[config.mk]
export PLATFORM = sky130hd
export DESIGN_NAME = plp_port_config
export DESIGN_NICKNAME = d
export VERILOG_FILES = /design/src/verilog/plp_asym_apply.v /design/src/verilog/plp_port_config.v /design/src/verilog/plp_tree_state.v
export VERILOG_INCLUDE_DIRS = /design/src /design/src/verilog
export SDC_FILE = /design/constraint.sdc
export NUM_CORES = 1
export LEC_CHECK = 0
export BUFFER_PORTS_ARGS = -buffer_cell sky130_fd_sc_hd__buf_2
export CAP_MARGIN = 25
export CORE_ASPECT_RATIO = 0.8
export CORE_MARGIN = 1
export CORE_UTILIZATION = 49
export CTS_CLUSTER_SIZE = 24
export DETAILED_ROUTE_END_ITERATION = 12
export GPL_TIMING_DRIVEN = 0
export PLACE_DENSITY = 0.78
export SKIP_CTS_REPAIR_TIMING = 1
export SYNTH_ARGS = -nofsm -noshare
export SYNTH_HDL_FRONTEND = slang
export SYNTH_SLANG_ARGS = --single-unit
[constraint.sdc]
create_clock -name pclk -period 5.95 [get_ports pclk]
set_input_delay 0.595 -clock pclk [delete_from_list [all_inputs] [get_ports pclk]]
set_output_delay 0.595 -clock pclk [all_outputs]
set_load 0.02 [all_outputs]
[src/verilog/plp_regs.vh]
// register offsets, field positions, reset values for the per-port lookup/ptp bank
`ifndef PLP_REGS_VH
`define PLP_REGS_VH

// word offsets within one port block (port number in paddr[17:14])
`define PLP_OFF_LOOKUP_CTRL   12'hb00
`define PLP_OFF_TREE_INDEX    12'hb01
`define PLP_OFF_TREE_STATE    12'hb04
`define PLP_OFF_RX_LATENCY    12'hc00
`define PLP_OFF_TX_LATENCY    12'hc02
`define PLP_OFF_ASYMMETRY     12'hc04
// apb word addresses are four times the printed index
`define PLP_APB_SHIFT         2

// lookup control fields
`define PLP_BIT_ZERO_VID      7
`define PLP_BIT_INGRESS_FILT  6
`define PLP_BIT_DROP_NON_PVID 5
`define PLP_BIT_MAC_8021X     4
`define PLP_BIT_SELF_FILTER   3
`define PLP_BIT_RSVD_RW       1
`define PLP_LOOKUP_RW_MASK    8'hfa

// tree instance state fields
`define PLP_BIT_TX_EN         2
`define PLP_BIT_RX_EN         1
`define PLP_BIT_LEARN_DIS     0
`define PLP_TREE_COUNT        8
`define PLP_TREE_STATE_RST    3'h6

// ptp fields
`define PLP_BIT_ASYM_SIGN     15
`define PLP_RST_RX_LATENCY    16'h019f
`define PLP_RST_TX_LATENCY    16'h002d
`define PLP_RST_ASYMMETRY     16'h0000

`define PLP_FIRST_PORT        4'h1
`define PLP_LAST_PORT         4'h7

`endif

[src/verilog/plp_asym_apply.v]
// signed asymmetry correction applied to a ptp correction value
`timescale 1ns/10ps
`include "plp_regs.vh"

module plp_asym_apply (
  input  wire [15:0] asym_reg,
  input  wire        is_egress_req,
  input  wire [63:0] corr_in,
  output wire [63:0] corr_out
);

  wire [63:0] mag_ext;
  wire [63:0] signed_mag;

  assign mag_ext    = {49'h0, asym_reg[14:0]};
  assign signed_mag = asym_reg[`PLP_BIT_ASYM_SIGN] ? (~mag_ext + 64'h1) : mag_ext;
  assign corr_out   = is_egress_req ? (corr_in - signed_mag) : (corr_in + signed_mag);

endmodule // plp_asym_apply

[src/verilog/plp_port_config.v]
// per-port lookup control, tree instance state and ptp correction registers
//
// Function
// - null-vid bit set looks up vid zero, else uses port default vid
// - ingress filtering drops frames whose vlan membership excludes this port
// - drop-non-default bit drops frames whose vid differs from port default
// - mac 802.1x bit enables mac authentication in lookup engine
// - self-address filter drops frames whose source mac equals switch mac
// - self filtering needs both port bit and global enable
// - three-bit index selects which of eight tree instances state access uses
// - instance state bit 2 gates transmit, resets to one
// - instance state bit 1 gates receive, resets to one
// - instance state bit 0 disables learning, resets to zero
// - rx wire delay sixteen bits in ns, default 415
// - tx wire delay sixteen bits in ns, default 45
// - asymmetry bit 15 is sign, one means negative
// - magnitude added for ingress sync/pdelay_resp, subtracted for egress requests
// - ptp registers sit at 0xNC00-0xNCFF, port one to seven
//
// The APB slave port was left to the implementer.
`timescale 1ns/10ps
`include "plp_regs.vh"

module plp_port_config (
  input  wire        pclk,
  input  wire        presetn,
  input  wire        ce,
  // apb slave
  input  wire        psel,
  input  wire        penable,
  input  wire        pwrite,
  input  wire [17:0] paddr,
  input  wire [31:0] pwdata,
  input  wire [3:0]  pstrb,
  output reg  [31:0] prdata,
  output reg         pready,
  output reg         pslverr,
  // lookup engine interface (same clock)
  input  wire [2:0]  port_num,
  input  wire        global_self_filter_en,
  input  wire [47:0] switch_mac,
  input  wire        frm_valid,
  input  wire        frm_tagged,
  input  wire [11:0] frm_vid,
  input  wire [11:0] port_default_vid,
  input  wire        frm_vid_member,
  input  wire [47:0] frm_src_mac,
  input  wire [2:0]  frm_tree_sel,
  output reg  [11:0] lookup_vid,
  output reg         frm_drop,
  output reg         frm_learn,
  output reg         mac_auth_en,
  output reg         port_tx_en,
  output reg         port_rx_en,
  output reg         port_learn_dis,
  // ptp timestamp engine interface
  input  wire        ptp_valid,
  input  wire        ptp_egress_req,
  input  wire [63:0] ptp_corr_in,
  output reg  [63:0] ptp_corr_out,
  output reg         ptp_corr_valid,
  output reg  [15:0] rx_wire_delay_ns,
  output reg  [15:0] tx_wire_delay_ns
);

  // ---------------------------------------------------------------------------
  // registers
  // ---------------------------------------------------------------------------
  reg  [7:0]  lookup_ctrl_r;
  reg  [2:0]  tree_instance_index_r;
  reg  [4:0]  tree_index_rsvd_r;
  reg  [15:0] rx_delay_r;
  reg  [15:0] tx_delay_r;
  reg  [15:0] asym_r;

  wire [2:0]  tree_state [0:`PLP_TREE_COUNT-1];
  wire [`PLP_TREE_COUNT-1:0] tree_wr;
  wire [63:0] corr_calc;

  // ---------------------------------------------------------------------------
  // address decode
  // ---------------------------------------------------------------------------
  wire [3:0]  addr_port;
  wire [11:0] addr_off;
  wire        port_ok;
  wire        acc;
  wire        wr_acc;
  wire        hit_lookup;
  wire        hit_index;
  wire        hit_state;
  wire        hit_rx;
  wire        hit_tx;
  wire        hit_asym;
  wire        hit_any;
  wire [2:0]  sel_state;

  assign addr_port  = paddr[17:14];
  assign addr_off   = paddr[13:`PLP_APB_SHIFT];
  // port nibble selects port one to seven
  assign port_ok    = (addr_port >= `PLP_FIRST_PORT) && (addr_port <= `PLP_LAST_PORT) &&
                      (addr_port == {1'b0, port_num});
  assign acc        = psel && penable && ce;
  assign wr_acc     = acc && pwrite && port_ok;
  assign hit_lookup = (addr_off == `PLP_OFF_LOOKUP_CTRL);
  assign hit_index  = (addr_off == `PLP_OFF_TREE_INDEX);
  assign hit_state  = (addr_off == `PLP_OFF_TREE_STATE);
  assign hit_rx     = (addr_off == `PLP_OFF_RX_LATENCY);
  assign hit_tx     = (addr_off == `PLP_OFF_TX_LATENCY);
  assign hit_asym   = (addr_off == `PLP_OFF_ASYMMETRY);
  assign hit_any    = port_ok && (hit_lookup || hit_index || hit_state ||
                                  hit_rx || hit_tx || hit_asym);
  assign sel_state  = tree_state[tree_instance_index_r];

  // ---------------------------------------------------------------------------
  // tree instance states
  // ---------------------------------------------------------------------------
  genvar gi;
  generate
    for (gi = 0; gi < `PLP_TREE_COUNT; gi = gi + 1) begin : g_tree
      assign tree_wr[gi] = wr_acc && hit_state && pstrb[0] &&
                           ({29'h0, tree_instance_index_r} == gi);
      plp_tree_state u_state (
        .pclk    (pclk),
        .presetn (presetn),
        .ce      (ce),
        .wr_en   (tree_wr[gi]),
        .wr_data (pwdata[2:0]),
        .state   (tree_state[gi])
      );
    end
  endgenerate

  // ---------------------------------------------------------------------------
  // register writes
  // ---------------------------------------------------------------------------
  wire        wr_lookup;
  wire        wr_index;
  wire [1:0]  wr_rx;
  wire [1:0]  wr_tx;
  wire [1:0]  wr_asym;

  assign wr_lookup = wr_acc && hit_lookup && pstrb[0];
  assign wr_index  = wr_acc && hit_index && pstrb[0];
  assign wr_rx     = {2{wr_acc && hit_rx}} & pstrb[1:0];
  assign wr_tx     = {2{wr_acc && hit_tx}} & pstrb[1:0];
  assign wr_asym   = {2{wr_acc && hit_asym}} & pstrb[1:0];

  always @(posedge pclk or negedge presetn) begin
    if (!presetn) begin
      lookup_ctrl_r <= 8'h00;
    end else if (wr_lookup) begin
      lookup_ctrl_r <= pwdata[7:0] & `PLP_LOOKUP_RW_MASK;
    end
  end

  // instance index, reserved upper bits kept
  always @(posedge pclk or negedge presetn) begin
    if (!presetn) begin
      tree_instance_index_r <= 3'h0;
      tree_index_rsvd_r     <= 5'h00;
    end else if (wr_index) begin
      tree_instance_index_r <= pwdata[2:0];
      tree_index_rsvd_r     <= pwdata[7:3];
    end
  end

  always @(posedge pclk or negedge presetn) begin
    if (!presetn) begin
      rx_delay_r <= `PLP_RST_RX_LATENCY;
    end else begin
      if (wr_rx[0]) rx_delay_r[7:0]  <= pwdata[7:0];
      if (wr_rx[1]) rx_delay_r[15:8] <= pwdata[15:8];
    end
  end

  always @(posedge pclk or negedge presetn) begin
    if (!presetn) begin
      tx_delay_r <= `PLP_RST_TX_LATENCY;
    end else begin
      if (wr_tx[0]) tx_delay_r[7:0]  <= pwdata[7:0];
      if (wr_tx[1]) tx_delay_r[15:8] <= pwdata[15:8];
    end
  end

  always @(posedge pclk or negedge presetn) begin
    if (!presetn) begin
      asym_r <= `PLP_RST_ASYMMETRY;
    end else begin
      if (wr_asym[0]) asym_r[7:0]  <= pwdata[7:0];
      if (wr_asym[1]) asym_r[15:8] <= pwdata[15:8];
    end
  end

  // ---------------------------------------------------------------------------
  // apb response, one wait state
  // ---------------------------------------------------------------------------
  reg [31:0] rd_nxt;

  always @* begin
    rd_nxt = 32'h0;
    if (port_ok) begin
      case (addr_off)
        `PLP_OFF_LOOKUP_CTRL: begin
          rd_nxt = {24'h0, lookup_ctrl_r};
        end
        `PLP_OFF_TREE_INDEX: begin
          rd_nxt = {24'h0, tree_index_rsvd_r, tree_instance_index_r};
        end
        `PLP_OFF_TREE_STATE: begin
          rd_nxt = {29'h0, sel_state};
        end
        `PLP_OFF_RX_LATENCY: begin
          rd_nxt = {16'h0, rx_delay_r};
        end
        `PLP_OFF_TX_LATENCY: begin
          rd_nxt = {16'h0, tx_delay_r};
        end
        `PLP_OFF_ASYMMETRY: begin
          rd_nxt = {16'h0, asym_r};
        end
        default: begin
          rd_nxt = 32'h0;
        end
      endcase
    end
  end

  always @(posedge pclk or negedge presetn) begin
    if (!presetn) begin
      prdata  <= 32'h0;
      pready  <= 1'b0;
      pslverr <= 1'b0;
    end else if (ce) begin
      if (psel && penable && !pready) begin
        pready  <= 1'b1;
        pslverr <= !hit_any;
        prdata  <= pwrite ? 32'h0 : rd_nxt;
      end else begin
        pready  <= 1'b0;
        pslverr <= 1'b0;
      end
    end
  end

  // ---------------------------------------------------------------------------
  // lookup decisions, registered one cycle after frm_valid
  // ---------------------------------------------------------------------------
  wire [2:0]  fst;
  wire        self_match;
  wire        vid_zero;
  wire [11:0] eff_vid;
  wire        filt_drop;
  wire        pvid_drop;
  wire        rx_block;

  assign fst        = tree_state[frm_tree_sel];
  assign vid_zero   = frm_tagged && (frm_vid == 12'h000);
  assign eff_vid    = (vid_zero && !lookup_ctrl_r[`PLP_BIT_ZERO_VID]) ?
                      port_default_vid : frm_vid;
  assign self_match = lookup_ctrl_r[`PLP_BIT_SELF_FILTER] && global_self_filter_en &&
                      (frm_src_mac == switch_mac);

  assign filt_drop  = lookup_ctrl_r[`PLP_BIT_INGRESS_FILT] && !frm_vid_member;
  assign pvid_drop  = lookup_ctrl_r[`PLP_BIT_DROP_NON_PVID] && (eff_vid != port_default_vid);
  assign rx_block   = !fst[`PLP_BIT_RX_EN];

  always @(posedge pclk or negedge presetn) begin
    if (!presetn) begin
      lookup_vid     <= 12'h000;
      frm_drop       <= 1'b0;
      frm_learn      <= 1'b0;
    end else if (ce) begin
      lookup_vid     <= eff_vid;
      frm_drop       <= frm_valid && (filt_drop || pvid_drop || self_match || rx_block);
      frm_learn      <= frm_valid && fst[`PLP_BIT_RX_EN] && !fst[`PLP_BIT_LEARN_DIS];
    end
  end

  // ---------------------------------------------------------------------------
  // port gates from the index-selected instance, mac_auth_en from lookup control
  // ---------------------------------------------------------------------------
  always @(posedge pclk or negedge presetn) begin
    if (!presetn) begin
      mac_auth_en    <= 1'b0;
      port_tx_en     <= 1'b1;
      port_rx_en     <= 1'b1;
      port_learn_dis <= 1'b0;
    end else if (ce) begin
      mac_auth_en    <= lookup_ctrl_r[`PLP_BIT_MAC_8021X];
      port_tx_en     <= sel_state[`PLP_BIT_TX_EN];
      port_rx_en     <= sel_state[`PLP_BIT_RX_EN];
      port_learn_dis <= sel_state[`PLP_BIT_LEARN_DIS];
    end
  end

  // ---------------------------------------------------------------------------
  // ptp corrections
  // ---------------------------------------------------------------------------
  plp_asym_apply u_asym (
    .asym_reg      (asym_r),
    .is_egress_req (ptp_egress_req),
    .corr_in       (ptp_corr_in),
    .corr_out      (corr_calc)
  );

  always @(posedge pclk or negedge presetn) begin
    if (!presetn) begin
      ptp_corr_out     <= 64'h0;
      ptp_corr_valid   <= 1'b0;
    end else if (ce) begin
      ptp_corr_valid   <= ptp_valid;
      if (ptp_valid) ptp_corr_out <= corr_calc;
    end
  end

  // ---------------------------------------------------------------------------
  // wire delay outputs
  // ---------------------------------------------------------------------------
  // delays to timestamp engine
  always @(posedge pclk or negedge presetn) begin
    if (!presetn) begin
      rx_wire_delay_ns <= `PLP_RST_RX_LATENCY;
      tx_wire_delay_ns <= `PLP_RST_TX_LATENCY;
    end else if (ce) begin
      rx_wire_delay_ns <= rx_delay_r;
      tx_wire_delay_ns <= tx_delay_r;
    end
  end

endmodule // plp_port_config

[src/verilog/plp_tree_state.v]
// one spanning-tree instance state holder (tx enable, rx enable, learning disable)
`timescale 1ns/10ps
`include "plp_regs.vh"

module plp_tree_state (
  input  wire       pclk,
  input  wire       presetn,
  input  wire       ce,
  input  wire       wr_en,
  input  wire [2:0] wr_data,
  output wire [2:0] state
);

  reg [2:0] state_r;

  always @(posedge pclk or negedge presetn) begin
    if (!presetn) begin
      state_r <= `PLP_TREE_STATE_RST;
    end else if (ce && wr_en) begin
      state_r <= wr_data;
    end
  end

  assign state = state_r;

endmodule // plp_tree_state
==> summary.md <==
| Metric | Value |
|---|---|
| Status | complete, no violations |
| Skew final | between 0.015 and 0.02 ns |
| Number of DRC markers in iteration 0 | 1231 |
| Core Area | 29500 µm² |
| Die Footprint | 30900 µm² |
| DRT antenna net count | 0 |
| Hold WC Path Type | primary input to async pin |
| Fraction of the yosys area taken by sequential cells | 37.3% |
| Clk sinks | 219 |
| Final Hold Viols | 0 |
| Setup CP Type | register to register |
| Die W | 196 µm |
| Die H | 158 µm |
| Worst R2R Start | asym_r[0] |
| Adder-cell area share of the yosys netlist | 5.72% |
| H-Tree Depth | 1 |
| Design area | 18300 µm² |
| Placed Area | 17300 µm² |
| Synth Instances | between 1500 and 2000 |
| Final Setup Violations | 0 |
| VDD IR max | about 0.00017 V |
| Worst-path fanout max | 7 |
| Largest family of logic cells by synthesized area | compound AO/OA/AOI/OAI gates |
| Max cap viols | 0 |
| First-pass iteration count of the detailed router | 5 |
| Largest net degree at the start of global routing | ~110 |
| Mean Syn Cell Area | 9.56 µm² |
| Setup crit end kind | register |
| Drt wl/cell | ~21 µm |
| Root Buffer | clkbuf_16 |
| Placed wire-length estimate | 39.6 mm |
| Pins Over Slew Limit | 0 |
| Fmax | approximately 170 MHz |
| Initial antenna violation count | 5 |
| WP data required | 6.35 ns |
| Vias per cell | 5.87 |
| Yosys warning count | 0 |
| Final net count | 2283 |
| Ys async rst share | 100% |
| Total wire length | 50.3 mm |
| Insertion delay to the later sink of the worst-skew pair | 0.53 ns |
| FILL cells | 2516 |
| RR Endpoint | ptp_corr_out[51] |
| GRT overflow | 0 |
| GP Congestion | 0.946 |
| Top_reg_cell synth | dfrtp_1 |
| Number of synthesized flops with an enable pin | 0 |
| Final worst slack | 0.160 ns |
| Starting Density | 50.2% |
| Routed vias | ~14000 |
| Mux contribution to synthesized area | 11.6% |
| Setup TNS | 0 ns |
| Commonest non-fill, non-tap cell in the layout | buf_2 |
| Commonest non-fill, non-tap cells in the layout | 369 x buf_2, 178 x dfrtp_1, 143 x nand2_1 |
| Share of cells above drive strength 1 | 33.6% |
| Critical Path Start Type | register |
| Final Util | 62.1% |
| Clk slew on worst S/H paths | approximately 0.070 ns |
| CTS Buffer Depth | 3 |
| Compound-Gate Fraction of Synth Area | 18.5% |
| Slew margin rel. | roughly 38% |
| Period utilisation layout | a little over nine tenths |
| Vias in the first global route | around 13000 |
| GRT Total Usage | 31.7% |
| Post-synthesis xor/xnor area fraction | 8.39% |
| Number of synthesized register bits | about 220 |
| I/O Buffers | between 300 and 400 |
| IO Count | 405 |
| CTS Buf Count | 24 |
| Arr. time, crit path | 6.19 ns |
| # DRC | 0 |
| Post-Synth Simple-Gate Area | 14.1% |
| Setup WS pre-CTS | -0.769 ns |
| Unique cell type count in the Yosys netlist | 89 |
| Leak | 0.00878 µW |
| CTS tree | built |
| Min Tclk post-route | 5.79 ns |
| Worst Tran Pin Value | between 0.9 and 1 ns |
| Final Power | 4230 µW |
| Power Density | 231 nW/µm² |
| Syn-to-layout area delta | 23.6% |
| Area of the mapped netlist | 14800 µm² |
| Row Count | 56 |
| First-pass GRT wire length | 75.7 mm |
| Worst Reg-to-Reg Cells | 21 |
| Reg2reg setup slack | 0.16 ns |
==> worst max-delay path by stage <==
stage / startpoint / to / slack, ns
5_1_grt: asym_r[0] / ptp_corr_out[51] / -0.08
4_1_cts: asym_r[0] / ptp_corr_out[49] / -0.81
3_3_place_gp: asym_r[0] / ptp_corr_out[49] / -0.69
3_5_place_dp: asym_r[0] / ptp_corr_out[49] / -0.77
2_1_floorplan: asym_r[0] / ptp_corr_out[49] / 0.43
6_report: asym_r[0] / ptp_corr_out[51] / 0.16
==> layer usage <==
metal	track usage (%)	routed length [µm]	up-vias
met5	0	0	-
met4	11.2	1810	0
met3	4.78	3820	118
met2	51.8	23400	669
met1	42.8	21200	6773
li1	-	-	6497
==> cells in the mapped netlist, types with 31 or more instances <==
master    instances  area [µm²]
o21ai_0         103         515
nand2_1         143         537
dfstp_2          40        1050
a21oi_1         101         505
xnor2_1          81         709
nor2_1           69         259
a21o_1           39         293
nand3_1          33         165
ha_1             62         776
nand4_1          31         194
xor2_1           56         490
mux2_2          119        1340
inv_1            48         180
dfrtp_1         179        4480
clkbuf_1         77         289
==> through the flow <==
step,std cells,hold WS (ns)
finish,2393,0.149
global route,2393,0.224
CTS,2383,0.170
detailed placement,2339,0.465
global placement,2335,0.458
floorplan,1565,0.299
==> power by group <==
part / leakage (µW) / switching [µW] / total (µW) / internal, µW
logic: 0.00567 / 665 / 1070 / 409
registers: 0.00274 / 61.4 / 1660 / 1600
clock network: 0.000375 / 635 / 1490 / 859
total: 0.00878 / 1360 / 4230 / 2860
==> state kept, by name (all words and copies together), names as in the netlist <==
| name | flops |
|---|---|
| pslverr | 1 |
| pready | 1 |
| port_rx_en | 1 |
| frm_learn | 1 |
| port_learn_dis | 1 |
| mac_auth_en | 1 |
| ptp_corr_out | 64 |
| port_tx_en | 1 |
| asym_r | 16 |
| tree_index_rsvd_r | 5 |
| rx_delay_r | 16 |
| ptp_corr_valid | 1 |
| g_tree.u_state.state | 24 |
| tx_wire_delay_ns | 16 |
| prdata | 16 |
| tree_instance_index_r | 3 |
| lookup_ctrl_r | 6 |
| tx_delay_r | 16 |
| lookup_vid | 12 |
| frm_drop | 1 |
| rx_wire_delay_ns | 16 |
==> kinds of logic after synthesis <==
| kind of cell | Yosys count |
|---|---|
| adder cells (fa/ha/maj) | 68 |
| XOR/XNOR | 139 |
| AND/OR/NAND/NOR | 419 |
| multiplexers | 144 |
| AO/OA/AOI/OAI | 408 |
| flip-flops | 219 |
| other | 1 |
| buffers and inverters | 152 |
==> worst max-delay path, stage by stage (launching register included) <==
cell and delay (ns):
dfrtp_2 0.47, inv_2 0.12, ha_4 0.17, or4b_4 0.53, o21ai_1 0.19, nand2_1 0.16, a2111oi_4 0.48, and3_1 0.30
a21oi_1 0.10, xor2_1 0.26, ha_1 0.35, a21o_1 0.19, a21oi_1 0.17, nor2b_1 0.06, a311o_1 0.37, a31o_2 0.28
maj3_2 0.36, a311oi_4 0.45, o31ai_4 0.15, a21o_1 0.25, xnor2_1 0.16, o21ai_1 0.08
==> cell type report <==
cell class	count	area (µm²)	share of cell area, %
antenna	5	12.5	0.0683
buffer	97	453	2.47
clock buffer	31	647	3.53
clock inverter	13	136	0.745
inverter	50	191	1.05
multi-input combinational	1194	8890	48.5
sequential	219	5530	30.2
tap	406	508	2.77
timing repair buffer	378	1950	10.7
No activity file was read; power rests on OpenSTA's default activity.
